$ cat src/verilog/irq_regs_pkg.sv
// Purpose: Shared constants for the audio interrupt and soft-reset block
// Assumes: 32-bit register port, byte addresses, 100 MHz clk_sys
// Notes:   Offsets are byte addresses on the register port
package irq_regs_pkg;

  localparam int          ADDR_W          = 8;
  localparam int          DATA_W          = 32;
  localparam int          NUM_EVENTS      = 6;

  // Register offsets
  localparam logic [7:0]  OFS_GLOBAL_GATE = 8'h1C;
  localparam logic [7:0]  OFS_FLAGS       = 8'h20;
  localparam logic [7:0]  OFS_MASK        = 8'h28;
  localparam logic [7:0]  OFS_CORE_RESET  = 8'h40;

  // Field positions
  localparam int          BIT_GATE        = 31;
  localparam int          BIT_CS_CHANGE   = 5;
  localparam int          BIT_PRE_ERR     = 4;
  localparam int          BIT_BMC_ERR     = 3;
  localparam int          BIT_SOB         = 2;
  localparam int          BIT_FIFO_EMPTY  = 1;
  localparam int          BIT_FIFO_FULL   = 0;
  localparam int          KEY_MSB         = 3;

  // Reset values and key
  localparam logic [5:0]  FLAGS_RESET     = 6'h00;
  localparam logic [5:0]  MASK_RESET      = 6'h00;
  localparam logic        GATE_RESET      = 1'b0;
  localparam logic [3:0]  RESET_KEY       = 4'hA;

  // Events ignored in transmit mode
  localparam logic [5:0]  RX_ONLY_EVENTS  = 6'h3C;

  // Bus responses
  localparam logic [1:0]  RESP_OKAY       = 2'h0;
  localparam logic [1:0]  RESP_SLVERR     = 2'h2;

  // Soft reset pulse length
  localparam int          SOFT_RST_CLOCKS = 4;
  localparam int          SOFT_RST_CNT_W  = 3;

endpackage : irq_regs_pkg

$ cat src/verilog/audio_irq_ctrl.sv
// Purpose: Interrupt flags, mask, global gate and keyed soft reset
// Assumes: AXI4-Lite register port on clk_sys; event inputs on clk_sys
// Notes:   Soft reset clears the interrupt registers only
// Behaviour
// [RULE1] Writing one to a flag bit inverts it; zero leaves it.
// [RULE2] All flag bits clear on reset.
// [RULE3] Bit 5 sets when captured channel status changes.
// [RULE4] Bit 4 sets on a malformed preamble in receive mode.
// [RULE5] Bit 3 sets on a biphase-mark violation in data bits.
// [RULE6] A sample with a biphase-mark violation is discarded.
// [RULE7] Bit 2 sets on start of block, from the second block.
// [RULE8] Bit 1 sets when the active FIFO goes non-empty to empty.
// [RULE9] Bit 0 sets when the active FIFO becomes full.
// [RULE10] Mask register is read/write, six bits, resets to zero.
// [RULE11] Receive-only enables have no effect in transmit mode.
// [RULE12] Interrupt passes only while global gate bit 31 is one.
// [RULE13] Interrupt is a level: gate and any flag with its mask.
// [RULE14] Key 0xA in bits 3:0 gives a four-clock core reset pulse.
// [RULE15] Write response withheld until the reset pulse ends.
// [RULE16] Any other key: no reset, response is slave error.
// [RULE17] Soft reset restores the interrupt registers to defaults.
// [RULE18] Soft reset register is write-only, reads zero.
// [RULE19] Software writes the key into the low nibble of the word.
`timescale 1ns/100ps
module audio_irq_ctrl
  import irq_regs_pkg::*;
(
  // Clock and reset
  input  wire logic                clk_sys,
  input  wire logic                reset_n,
  // AXI4-Lite write address and data
  input  wire logic [ADDR_W-1:0]   s_axi_awaddr,
  input  wire logic                s_axi_awvalid,
  output logic                     s_axi_awready,
  input  wire logic [DATA_W-1:0]   s_axi_wdata,
  input  wire logic [3:0]          s_axi_wstrb,
  input  wire logic                s_axi_wvalid,
  output logic                     s_axi_wready,
  // AXI4-Lite write response
  output logic [1:0]               s_axi_bresp,
  output logic                     s_axi_bvalid,
  input  wire logic                s_axi_bready,
  // AXI4-Lite read
  input  wire logic [ADDR_W-1:0]   s_axi_araddr,
  input  wire logic                s_axi_arvalid,
  output logic                     s_axi_arready,
  output logic [DATA_W-1:0]        s_axi_rdata,
  output logic [1:0]               s_axi_rresp,
  output logic                     s_axi_rvalid,
  input  wire logic                s_axi_rready,
  // Mode and receiver events, one-cycle pulses
  input  wire logic                rx_mode,
  input  wire logic                cs_changed,
  input  wire logic                preamble_err,
  input  wire logic                bmc_err,
  input  wire logic                block_start,
  // Receiver sample path
  input  wire logic                rx_sample_valid,
  output logic                     rx_sample_keep,
  // FIFO levels
  input  wire logic                tx_fifo_empty,
  input  wire logic                tx_fifo_full,
  input  wire logic                rx_fifo_empty,
  input  wire logic                rx_fifo_full,
  // Outputs to system and core
  output logic                     irq,
  output logic                     core_reset
);

  typedef enum logic [1:0] {
    WR_IDLE  = 2'b00,
    WR_RESET = 2'b01,
    WR_RESP  = 2'b10
  } wr_state_t;

  wr_state_t                 wr_state_r;
  logic [NUM_EVENTS-1:0]     flags_r;
  logic [NUM_EVENTS-1:0]     mask_r;
  logic                      gate_r;
  logic                      seen_block_r;
  logic [1:0]                bresp_r;
  logic                      rvalid_r;
  logic [DATA_W-1:0]         rdata_r;
  logic [DATA_W-1:0]         rdata_nxt;
  logic                      wr_fire;
  logic                      key_ok;
  logic                      rst_start;
  logic                      rst_done;
  logic                      soft_clr;
  logic                      empty_sel;
  logic                      full_sel;
  logic                      empty_rise;
  logic                      full_rise;
  logic [NUM_EVENTS-1:0]     set_vec;
  logic [NUM_EVENTS-1:0]     toggle_vec;
  logic [NUM_EVENTS-1:0]     eff_mask;
  logic                      sel_gate;
  logic                      sel_flags;
  logic                      sel_mask;
  logic                      sel_reset;
  logic [1:0]                bresp_nxt;
  logic                      irq_nxt;

  // Write channel: address and data taken together in idle
  assign wr_fire       = (wr_state_r == WR_IDLE) && s_axi_awvalid
                         && s_axi_wvalid;
  assign s_axi_awready = wr_fire;
  assign s_axi_wready  = wr_fire;
  assign s_axi_bvalid  = (wr_state_r == WR_RESP);
  assign s_axi_bresp   = bresp_r;

  // Write decode, one target at a time
  always_comb begin
    sel_gate  = 1'b0;
    sel_flags = 1'b0;
    sel_mask  = 1'b0;
    sel_reset = 1'b0;
    if (s_axi_awaddr == OFS_GLOBAL_GATE) begin
      sel_gate = 1'b1;
    end else if (s_axi_awaddr == OFS_FLAGS) begin
      sel_flags = 1'b1;
    end else if (s_axi_awaddr == OFS_MASK) begin
      sel_mask = 1'b1;
    end else if (s_axi_awaddr == OFS_CORE_RESET) begin
      sel_reset = 1'b1;
    end
  end

  assign key_ok    = (s_axi_wdata[KEY_MSB:0] == RESET_KEY); // [RULE19]
  assign rst_start = wr_fire && sel_reset && key_ok
                     && s_axi_wstrb[0]; // [RULE14]

  // Refused key and unmapped words both answer with an error
  always_comb begin
    bresp_nxt = RESP_SLVERR;
    if (sel_reset) begin
      if (key_ok && s_axi_wstrb[0]) begin
        bresp_nxt = RESP_OKAY; // [RULE15]
      end else begin
        bresp_nxt = RESP_SLVERR; // [RULE16]
      end
    end else if (sel_gate || sel_flags || sel_mask) begin
      bresp_nxt = RESP_OKAY;
    end
  end

  soft_reset_pulse u_pulse (
    .clk_sys   (clk_sys),
    .reset_n   (reset_n),
    .start     (rst_start),
    .pulse_out (core_reset),
    .done      (rst_done)
  );

  // Clearing in the last pulse cycle keeps the registers in step with core
  assign soft_clr = rst_done; // [RULE17]

  always_ff @(posedge clk_sys) begin
    if (!reset_n) begin
      wr_state_r <= WR_IDLE;
    end else begin
      case (wr_state_r)
        WR_IDLE: begin
          if (rst_start) begin
            wr_state_r <= WR_RESET; // [RULE15]
          end else if (wr_fire) begin
            wr_state_r <= WR_RESP;
          end
        end
        WR_RESET: begin
          if (rst_done) begin
            wr_state_r <= WR_RESP; // [RULE15]
          end
        end
        WR_RESP: begin
          if (s_axi_bready) begin
            wr_state_r <= WR_IDLE;
          end
        end
        default: begin
          wr_state_r <= WR_IDLE;
        end
      endcase
    end
  end

  // Code captured at the take, held while the response stands
  always_ff @(posedge clk_sys) begin
    if (!reset_n) begin
      bresp_r <= RESP_OKAY;
    end else if (wr_fire) begin
      bresp_r <= bresp_nxt;
    end
  end

  // Active FIFO follows the mode
  assign empty_sel = rx_mode ? rx_fifo_empty : tx_fifo_empty;
  assign full_sel  = rx_mode ? rx_fifo_full  : tx_fifo_full;

  // Empty flag only on a non-empty to empty change
  event_edge u_empty_edge (
    .clk_sys  (clk_sys),
    .reset_n  (reset_n),
    .level_in (empty_sel),
    .rise_out (empty_rise)
  ); // [RULE8]

  event_edge u_full_edge (
    .clk_sys  (clk_sys),
    .reset_n  (reset_n),
    .level_in (full_sel),
    .rise_out (full_rise)
  ); // [RULE9]

  // First block only arms the start-of-block flag
  always_ff @(posedge clk_sys) begin
    if (!reset_n || soft_clr) begin
      seen_block_r <= 1'b0;
    end else if (rx_mode && block_start) begin
      seen_block_r <= 1'b1; // [RULE7]
    end
  end

  always_comb begin
    set_vec                 = '0;
    set_vec[BIT_CS_CHANGE]  = rx_mode & cs_changed;     // [RULE3]
    set_vec[BIT_PRE_ERR]    = rx_mode & preamble_err;   // [RULE4]
    set_vec[BIT_BMC_ERR]    = rx_mode & bmc_err;        // [RULE5]
    set_vec[BIT_SOB]        = rx_mode & block_start
                              & seen_block_r;           // [RULE7]
    set_vec[BIT_FIFO_EMPTY] = empty_rise;               // [RULE8]
    set_vec[BIT_FIFO_FULL]  = full_rise;                // [RULE9]
  end

  // Sample dropped when a coding violation hits it
  assign rx_sample_keep = rx_sample_valid & ~bmc_err; // [RULE6]

  assign toggle_vec = (wr_fire && sel_flags && s_axi_wstrb[0])
                      ? s_axi_wdata[NUM_EVENTS-1:0] : '0;

  // A new event beats a toggle in the same cycle
  always_ff @(posedge clk_sys) begin
    if (!reset_n || soft_clr) begin
      flags_r <= FLAGS_RESET; // [RULE2]
    end else begin
      flags_r <= (flags_r ^ toggle_vec) | set_vec; // [RULE1]
    end
  end

  always_ff @(posedge clk_sys) begin
    if (!reset_n || soft_clr) begin
      mask_r <= MASK_RESET; // [RULE10]
    end else if (wr_fire && sel_mask && s_axi_wstrb[0]) begin
      mask_r <= s_axi_wdata[NUM_EVENTS-1:0]; // [RULE10]
    end
  end

  always_ff @(posedge clk_sys) begin
    if (!reset_n || soft_clr) begin
      gate_r <= GATE_RESET;
    end else if (wr_fire && sel_gate && s_axi_wstrb[3]) begin
      gate_r <= s_axi_wdata[BIT_GATE];
    end
  end

  // Receive-only sources are blinded in transmit mode
  assign eff_mask = rx_mode ? mask_r
                            : (mask_r & ~RX_ONLY_EVENTS); // [RULE11]

  // Level output, lags the flags by one clock
  always_comb begin
    irq_nxt = 1'b0;
    if (gate_r) begin
      irq_nxt = |(flags_r & eff_mask); // [RULE12] [RULE13]
    end
  end

  always_ff @(posedge clk_sys) begin
    if (!reset_n) begin
      irq <= 1'b0;
    end else begin
      irq <= irq_nxt;
    end
  end

  // Read channel, one request outstanding
  assign s_axi_arready = ~rvalid_r;
  assign s_axi_rvalid  = rvalid_r;
  assign s_axi_rdata   = rdata_r;
  assign s_axi_rresp   = RESP_OKAY;

  always_comb begin
    rdata_nxt = '0;
    if (s_axi_araddr == OFS_GLOBAL_GATE) begin
      rdata_nxt[BIT_GATE] = gate_r;
    end else if (s_axi_araddr == OFS_FLAGS) begin
      rdata_nxt[NUM_EVENTS-1:0] = flags_r;
    end else if (s_axi_araddr == OFS_MASK) begin
      rdata_nxt[NUM_EVENTS-1:0] = mask_r;
    end else begin
      rdata_nxt = '0; // [RULE18]
    end
  end

  always_ff @(posedge clk_sys) begin
    if (!reset_n) begin
      rvalid_r <= 1'b0;
      rdata_r  <= '0;
    end else if (!rvalid_r && s_axi_arvalid) begin
      rvalid_r <= 1'b1;
      rdata_r  <= rdata_nxt;
    end else if (rvalid_r && s_axi_rready) begin
      rvalid_r <= 1'b0;
    end
  end

endmodule : audio_irq_ctrl

$ cat src/verilog/event_edge.sv
// Purpose: Rising-edge detector turning a level into a one-cycle event
// Assumes: Input is on clk_sys
// Notes:   Used for FIFO full/empty transitions
`timescale 1ns/100ps
module event_edge (
  // Clock and reset
  input  wire logic clk_sys,
  input  wire logic reset_n,
  // Level in, event out
  input  wire logic level_in,
  output logic      rise_out
);

  logic level_r;

  always_ff @(posedge clk_sys) begin
    if (!reset_n) begin
      // Loaded from the input so a level high at release is no edge
      level_r <= level_in;
    end else begin
      level_r <= level_in;
    end
  end

  assign rise_out = level_in & ~level_r;

endmodule : event_edge

$ cat src/verilog/soft_reset_pulse.sv
// Purpose: Issues the fixed-length core reset pulse
// Assumes: start is a one-cycle pulse, ignored while busy
// Notes:   done pulses in the last cycle of the pulse
`timescale 1ns/100ps
module soft_reset_pulse
  import irq_regs_pkg::*;
(
  // Clock and reset
  input  wire logic clk_sys,
  input  wire logic reset_n,
  // Control
  input  wire logic start,
  output logic      pulse_out,
  output logic      done
);

  logic [SOFT_RST_CNT_W-1:0] cnt_r;

  always_ff @(posedge clk_sys) begin
    if (!reset_n) begin
      cnt_r <= '0;
    end else if (start && cnt_r == '0) begin
      cnt_r <= SOFT_RST_CNT_W'(SOFT_RST_CLOCKS);
    end else if (cnt_r != '0) begin
      cnt_r <= cnt_r - 1'b1;
    end
  end

  assign pulse_out = (cnt_r != '0);
  assign done      = (cnt_r == SOFT_RST_CNT_W'(1));

endmodule : soft_reset_pulse
$ cat config.mk
export PLATFORM = sky130hd
export DESIGN_NAME = audio_irq_ctrl
export DESIGN_NICKNAME = d
export VERILOG_FILES = /design/src/verilog/irq_regs_pkg.sv /design/src/verilog/audio_irq_ctrl.sv /design/src/verilog/event_edge.sv /design/src/verilog/soft_reset_pulse.sv
export SDC_FILE = /design/constraint.sdc
export NUM_CORES = 1
export LEC_CHECK = 0
export ABC_AREA = 0
export BUFFER_PORTS_ARGS = -buffer_cell sky130_fd_sc_hd__buf_2
export CAP_MARGIN = 0
export CORE_MARGIN = 5
export CORE_UTILIZATION = 38
export DETAILED_ROUTE_END_ITERATION = 8
export PLACE_DENSITY = 0.74
export SETUP_SLACK_MARGIN = 0.5
export SYNTH_ARGS = -nofsm -noshare
export SYNTH_HDL_FRONTEND = slang
export SYNTH_SLANG_ARGS = --single-unit
$ cat constraint.sdc
create_clock -name clk_sys -period 1.7 [get_ports clk_sys]
set_input_delay 0.085 -clock clk_sys [delete_from_list [all_inputs] [get_ports clk_sys]]
set_output_delay 0.085 -clock clk_sys [all_outputs]
set_load 0.05 [all_outputs]
==> qor.csv, run 1 <==
metric,value,unit
status,"complete, no violations",
crit_chain,"nand4bb_4, buf_12, nor4_4, buf_6, mux2i_2, nor2_2",
drc_errors,0,
syn_area_per_cell,8.73,um^2
slew_violations,0,
synth_flop_cell,dfxtp_1,
core_region_area,4630,um^2
cp.arrival,1.68,ns
grtUsageMet3,4.36,%
yosysWarningCount,0,
vias_per_cell,4.77,
die_h,78.5,um
synth_area_leaders,"dfxtp_1, buf_4, mux2i_1",
detail-route-antenna-nets,0,
grt_pass1_wl,6490,um
grt_use_met2,22.6,%
grt_max_degree,15,
cp_slowest_stage_delay,0.31,ns
final-hold-violation-count,0,
grt.busiest_layer,met2,
cts_tree,yes,
vdd_drop_max,0.973,mV
crit_family,simple AND/OR/NAND/NOR gates,
insertion_delay,0.29,ns
rows,25,
syn_area,1780,um^2
synth_top_area_share,34.8,%
start_util,38.5,%
power.total,2.39,mW
period_needed,1.50,ns
tns,0,ns
drt_iter0_drc,134,
place_inst,307,
path_buf_inv,2,
clockBufferDepth,2,
synth-seq-cells,31,
finalClockSkew,0.00548,ns
layout_commonest_cell,buf_2,
die_x,78.5,um
wirelength,4270,um
drive_above_1_share,41.3,%
p_per_area,1010,nW/um^2
drt_pass1_iterations,4,
grt_use_met1,16.0,%
maxCapViolCount,0,
period_share,88.4,%
mostFrequentLayoutCells,"buf_2, conb_1, dfxtp_1",
final_area,2370,um^2
dieArea,6160,um^2
diodes,0,
layout.nets,340,
instances_no_fill,323,
cp-end-kind,register,
grt_overflow_total,0,
max_freq,666,MHz
async_flop_share,0,%
numCtsBuffers,5,
yosysUniqueCellTypes,40,
io_buffer_count,57,
required,1.88,ns
clock-sinks,31,
synth_edf_count,0,
path_max_fanout,6,
postSynthCellCount,204,
track_usage,13.3,%
ios,113,
hp-class,in2reg,
place_hpwl,3200,um
dpl_cell_area,2050,um^2
h-tree-depth,2,
yosys.area.top_type,dfxtp_1,
p_leak,1.04,nW
root_buffer,clkbuf_8,
path_class,reg2reg,
antenna_found_initial,0,
syn_to_final_growth,33.2,%
clk_pin_slew,0.07,ns
via_count,1542,
crit_slowest_cell,dfxtp_1,
first_global_vias,1425,
rsz0062_at_grt,true,
avgRoutedWirePerCell,13.2,um
place_congestion,0.761,
startpoint_type,register,
finalSetupViolations,0,
synth_seq_area_share,34.8,%
-- layer usage --
layer  vias up  part of all wire [%]
met4         0                   1.0
met1       716                    41
met5         -                     0
met3         5                   5.4
met2        38                    52
li1        783                     -
-- power breakdown --
group	total, mW	internal (mW)	switching [mW]
combinational	0.812	0.311	0.501
sequential	0.850	0.796	0.0542
clock	0.729	0.436	0.293
-- repair_timing --
action,4_1_cts,5_1_grt
pin swaps,11,4
hold endpoints to repair,1,0
hold buffers,1,0
buffers inserted,3,4
setup endpoints to repair,23,25
resized for setup,19,14
-- final cells by class --
type | instances | area [um^2]
sequential | 31 | 627
clock buffer | 5 | 68.8
multi-input combinational | 156 | 1110
tap | 54 | 67.6
timing repair buffer | 68 | 432
clock inverter | 3 | 43.8
inverter | 6 | 26.3
fill | 436 | 2260
-- final timing paths --
check | start | end | slack [ns] | depth (start not counted)
max | wr_state_r[0] | mask_r[5] | 0.20 | 6
min | preamble_err | flags_r[4] | 0.03 | 3
max reg2reg | wr_state_r[0] | mask_r[5] | 0.20 | 6
min reg2reg | s_axi_rdata[3] | s_axi_rdata[3] | 0.45 | 2
-- synthesized netlist by cell type (2+ instances only) --
cell type / number
dfxtp_1: 31
buf_4: 29
nand2_1: 19
mux2i_1: 12
o21ai_0: 10
a21oi_1: 9
nand4b_1: 7
nor4_1: 7
clkbuf_1: 6
inv_1: 6
nand3_1: 6
nor2_1: 6
nor2_2: 6
nor2b_1: 6
xnor2_1: 6
nand2b_1: 5
ha_1: 3
a211oi_1: 2
a22oi_1: 2
buf_1: 2
mux2_2: 2
nand4_1: 2
nor3_1: 2
o32ai_1: 2
-- through the flow --
step	hold WS [ns]	setup slack, ns	util, %
finish	0.0322	0.197	51.3
global route	0.0177	0.133	51.3
CTS	0.0288	0.233	49.5
detailed placement	0.269	0.0624	44.3
global placement	0.266	0.0861	44.3
floorplan	0.178	0.186	-
-- cell families after synthesis --
| group | Yosys count | synth area share, % |
|---|---|---|
| and+or+nand+nor | 75 | 25.5 |
| buffers and inverters | 44 | 15.8 |
| DFF | 31 | 34.8 |
| AOI/OAI and AO/OA | 30 | 10.6 |
| muxes | 14 | 8.01 |
| xor gates and xnor gates | 6 | 2.95 |
| adders and majority gates | 3 | 2.11 |
| other | 1 | 0.210 |
-- sequential cells by signal (all words and copies together), names as in the netlist --
signal	flops
mask_r	6
u_empty_edge.level_r	1
s_axi_rdata	7
irq	1
s_axi_bresp	1
gate_r	1
seen_block_r	1
u_full_edge.level_r	1
s_axi_rvalid	1
u_pulse.cnt_r	3
flags_r	6
wr_state_r	2
-- tightest hold or removal path, cell delays in order --
cell,delay [ns]
buf_2,0.10
nand2_1,0.05
a21oi_1,0.05
(Power assumes the default switching activity.)
==> run 2: changes to the inputs <==
- CELL_PAD_IN_SITES_DETAIL_PLACEMENT: unset -> 0
- CELL_PAD_IN_SITES_GLOBAL_PLACEMENT: unset -> 1
- CORE_UTILIZATION: 38 -> 26
- PLACE_DENSITY: 0.74 -> 0.73
==> qor.csv, run 2 (same netlist as run 1, synthesis figures left out) <==
metric,value,unit,change
status,"complete, no violations",,
clock-sinks,31,,unchanged
die_h,92.8,um,+18%
postLayoutCoreUtil,38.4,%,-13 points
syn_to_final_growth,44.9,%,
vias_per_cell,4.49,,-6.0%
clk_pin_slew,0.07,ns,about the same
diodes,0,,unchanged
core_region_area,6720,um^2,+45%
hold_path_depth,3,,unchanged
path_max_fanout,8,,+2
grt_max_degree,15,,unchanged
max_freq,686,MHz,+3.0%
drt_iter0_drc,31,,-77%
antenna_found_initial,0,,unchanged
startpoint_type,register,,
die_x,92.8,um,+18%
p_leak,1.13,nW,+8.6%
regArea,626,um^2,-0.20%
tns,0,ns,unchanged
track_usage,10.3,%,-3.0 points
p_per_area,992,nW/um^2,-1.5%
avgRoutedWirePerCell,13.7,um,+3.5%
crit_cells,5,,-1
crit_chain,"nand4bb_4, buf_4, nor4_4, xnor2_1, a21oi_1",,
numCtsBuffers,5,,unchanged
period_share,85.8,%,-2.6 points
finalSetupViolations,0,,unchanged
dieArea,8610,um^2,+40%
place_hpwl,3530,um,+10%
layout.nets,351,,+3.2%
r2r-start,wr_state_r[0],,
start_util,26.5,%,-12 points
rsz0062_at_grt,true,,
maxCapViolCount,0,,unchanged
cp_slowest_stage_delay,0.32,ns,about the same
fillCellCount,697,,+60%
mostFrequentLayoutCells,"buf_2, conb_1, dfxtp_1",,
grt_overflow_total,0,,unchanged
first_global_vias,1465,,+2.8%
clockBufferDepth,2,,unchanged
via_count,1616,,+4.8%
finalClockSkew,0.00783,ns,+0.00235 ns
place_congestion,0.714,,-6.2%
root_buffer,clkbuf_8,,
startpoint,wr_state_r[0],,
rows,30,,+20%
period_needed,1.46,ns,-0.0443 ns
path_class,reg2reg,,
path_buf_inv,1,,-1
largest_reg_flops,7,,unchanged
vdd_drop_max,0.651,mV,-33%
insertion_delay,0.29,ns,about the same
reg2reg_depth,5,,-1
final-hold-violation-count,0,,unchanged
cp.arrival,1.63,ns,-0.05 ns
h-tree-depth,2,,unchanged
cp-end-kind,register,,
ios,113,,unchanged
drc_errors,0,,unchanged
crit_family,simple AND/OR/NAND/NOR gates,,
grt_pass1_wl,7050,um,+8.6%
hold_start,preamble_err,,
detail-route-antenna-nets,0,,unchanged
layout_commonest_cell,buf_2,,
wirelength,4930,um,+15%
multiInputGateArea,1190,um^2,+7.6%
hp-class,in2reg,,
required,1.87,ns,about the same
drt_pass1_iterations,4,,unchanged
io_buffer_count,57,,unchanged
cts_tree,yes,,
slew_violations,0,,unchanged
crit_slowest_cell,dfxtp_2,,
drive_above_1_share,46.1,%,+4.8 points
[run 2: metrics by stage]
step | instance area [um^2] | hold WS, ns | instances | power, mW | worst slack, ns
after floorplan | 1960 | 0.178 | 231 | 1.41 | 0.186
after detailed placement | 2080 | 0.265 | 333 | 1.50 | 0.0702
after global placement | 2080 | 0.265 | 333 | 1.48 | 0.0811
final | 2580 | 0.0253 | 360 | 2.56 | 0.242
after global routing | 2580 | 0.0475 | 360 | 2.69 | 0.166
after CTS | 2340 | 0.0192 | 349 | 2.34 | 0.233
[run 2: final cells by class]
cell class | instances | share of cell area (%)
inverter | 6 | 1.02
clock inverter | 2 | 1.36
timing repair buffer | 79 | 20.2
sequential | 31 | 24.2
multi-input combinational | 156 | 46.2
tap | 80 | 3.88
clock buffer | 6 | 3.20
[run 2: final timing paths]
kind,slack [ns],to
max reg2reg,0.24,flags_r[1]
max,0.24,flags_r[1]
min,0.03,flags_r[4]
min reg2reg,0.45,s_axi_rdata[5]
[run 2: tightest hold or removal path, delay by kind of cell]
kind | cells | cell delay, ns
buffers and inverters | 1 | 0.09
and+or+nand+nor | 1 | 0.04
AOI/OAI and AO/OA | 1 | 0.05
[run 2: report_power, final]
| part | switching, mW | leakage, nW | internal, mW | total [mW] |
|---|---|---|---|---|
| Combinational | 0.560 | 0.814 | 0.379 | 0.939 |
| Clock | 0.296 | 0.0612 | 0.474 | 0.771 |
| Sequential | 0.0568 | 0.254 | 0.797 | 0.854 |
[run 2: repair_timing]
| action | 4_1_cts | 5_1_grt |
|---|---|---|
| buffers inserted | 7 | 11 |
| hold buffers | 1 | 0 |
| endpoints found under the setup margin | 23 | 29 |
| gates resized for setup | 17 | 34 |
| hold endpoints to repair | 1 | 0 |
| pin swaps | 8 | 11 |
[run 2: metal layers]
layer,track usage (%),vias up,routed length (um)
met4,3.66,0,62
met3,2.60,7,259
li1,-,808,-
met1,12.3,758,1980
met5,0,-,0
met2,17.9,43,2630
==> run 3: changes to the inputs <==
- CORE_UTILIZATION: 26 -> 32
- PLACE_DENSITY: 0.73 -> 0.84
- clock period: 1.7 -> 1.88 ns (I/O delays scaled with it)
==> qor.csv, run 3 (same netlist as run 1, synthesis figures left out) <==
metric,value,unit,change
ios,113,,unchanged
layout_commonest_cell,buf_2,,
dpl_cell_area,2030,um^2,-2.4%
p_per_area,832,nW/um^2,-16%
status,"complete, no violations",,
drc_errors,0,,unchanged
avgRoutedWirePerCell,12.5,um,-8.5%
max_freq,703,MHz,+2.5%
grt_max_degree,15,,unchanged
cts_tree,yes,,
layout.nets,338,,-3.7%
crit_slowest_cell,dfxtp_2,,
detail-route-antenna-nets,0,,unchanged
final-hold-violation-count,0,,unchanged
hold_start,preamble_err,,
cp-end-kind,register,,
crit_cells,6,,+1
track_usage,11.8,%,+1.4 points
io_buffer_count,57,,unchanged
place_hpwl,3250,um,-7.9%
finalClockSkew,0.00416,ns,-0.00367 ns
largest_reg_flops,7,,unchanged
insertion_delay,0.28,ns,about the same
wirelength,4250,um,-14%
tns,0,ns,unchanged
drive_above_1_share,40.4,%,-5.6 points
drt_pass1_iterations,4,,unchanged
required,2.04,ns,+0.17 ns
numCtsBuffers,5,,unchanged
cp_slowest_stage_delay,0.32,ns,about the same
period_needed,1.42,ns,-0.0354 ns
h-tree-depth,2,,unchanged
clockBufferDepth,2,,unchanged
syn_to_final_growth,31.5,%,
rows,27,,-10%
antenna_found_initial,0,,unchanged
instances_no_fill,339,,-5.8%
r2r_slack,0.46,ns,+0.22 ns
first_global_vias,1556,,+6.2%
root_buffer,clkbuf_8,,
period_share,75.7,%,-10 points
crit_family,simple AND/OR/NAND/NOR gates,,
whs_endpoint,flags_r[4],,
path_buf_inv,2,,+1
p_leak,1.03,nW,-8.8%
r2r-start,wr_state_r[1],,
die_x,84.6,um,-8.8%
rsz0062_at_grt,true,,
mostFrequentLayoutCells,"buf_2, conb_1, dfxtp_1",,
path_max_fanout,6,,-2
dieArea,7160,um^2,-17%
crit_chain,"nand4bb_4, buf_6, nor4_4, buf_6, mux2i_1, nor2_2",,
finalSetupViolations,0,,unchanged
grt_pass1_wl,6910,um,-2.0%
crit_top_cell,buf_6,,
via_count,1525,,-5.6%
maxCapViolCount,0,,unchanged
core_region_area,5470,um^2,-19%
hp-class,in2reg,,
cp.arrival,1.59,ns,-0.04 ns
clk_pin_slew,0.07,ns,about the same
reg2reg_depth,6,,+1
grt_overflow_total,0,,unchanged
place_congestion,0.782,,+9.5%
worstReg2RegEnd,mask_r[0],,
postLayoutCoreUtil,42.8,%,+4.4 points
diodes,0,,unchanged
drt_iter0_drc,36,,+16%
vias_per_cell,4.50,,+0.21%
place_inst,324,,-2.7%
vdd_drop_max,0.433,mV,-34%
hold_path_depth,3,,unchanged
die_h,84.6,um,-8.8%
slew_violations,0,,unchanged
startpoint_type,register,,
clock-sinks,31,,unchanged
final_area,2340,um^2,-9.3%
power.total,1.95,mW,-24%
path_class,reg2reg,,
start_util,32.6,%,+6.0 points
## run 3: cell types whose count changed in the layout (fill, tap and decap cells not counted), sizes merged
| cell | before | now |
|---|---|---|
| clkinv | 1 | 3 |
| buf | 77 | 65 |
| clkbuf | 7 | 5 |
| bufinv | 1 | 0 |
## run 3: worst reg2reg max path: stages, from the launching register on
cell	delay [ns]
dfxtp_2	0.32
nand4bb_4	0.22
buf_6	0.17
nor4_4	0.16
buf_6	0.17
mux2i_1	0.21
nor2_2	0.05
## run 3: per-layer routing
metal,up-vias,global-route usage [%],share of wire [%]
li1,784,-,-
met1,690,13.5,41
met2,47,21.1,52
met3,4,3.83,6.3
met4,0,2.59,0.59
met5,-,0,0
## run 3: power by group
group	internal [mW]	switching (mW)	total, mW
sequential	0.719	0.0489	0.768
combinational	0.238	0.442	0.679
clock	0.253	0.249	0.501
## run 3: how the worst max path moves through the flow
stage | endpoint | slack, ns | from
5_1_grt | mask_r[5] | 0.37 | wr_state_r[0]
2_1_floorplan | mask_r[0] | 0.35 | s_axi_awaddr[1]
6_report | mask_r[0] | 0.46 | wr_state_r[1]
3_5_place_dp | flags_r[3] | 0.21 | s_axi_awaddr[1]
4_1_cts | wr_state_r[0] | 0.43 | wr_state_r[1]
3_3_place_gp | flags_r[2] | 0.24 | s_axi_awaddr[1]
## run 3: final cells by class
type                            instances  area, um^2
Clock buffer                            5        68.8
Clock inverter                          3        15.0
Fill cell                             584        3130
Inverter                                6        26.3
Multi-Input combinational cell        156        1130
Sequential cell                        31         626
Tap cell                               72        90.1
Timing Repair Buffer                   66         390
## run 3: through the flow
stage	hold slack, ns	setup WS [ns]
floorplan	0.187	0.350
global placement	0.273	0.241
detailed placement	0.282	0.209
CTS	0.0397	0.431
global route	0.0503	0.372
finish	0.0511	0.457
## run 3: what timing repair did
action                                  CTS  global route
buffers inserted                          4             1
endpoints found under the setup margin   16            22
gates cloned                              1             0
pin swaps                                 7             3
resized for setup                        25             9
endpoints found under the hold margin     1             0
hold buffers                              1             0
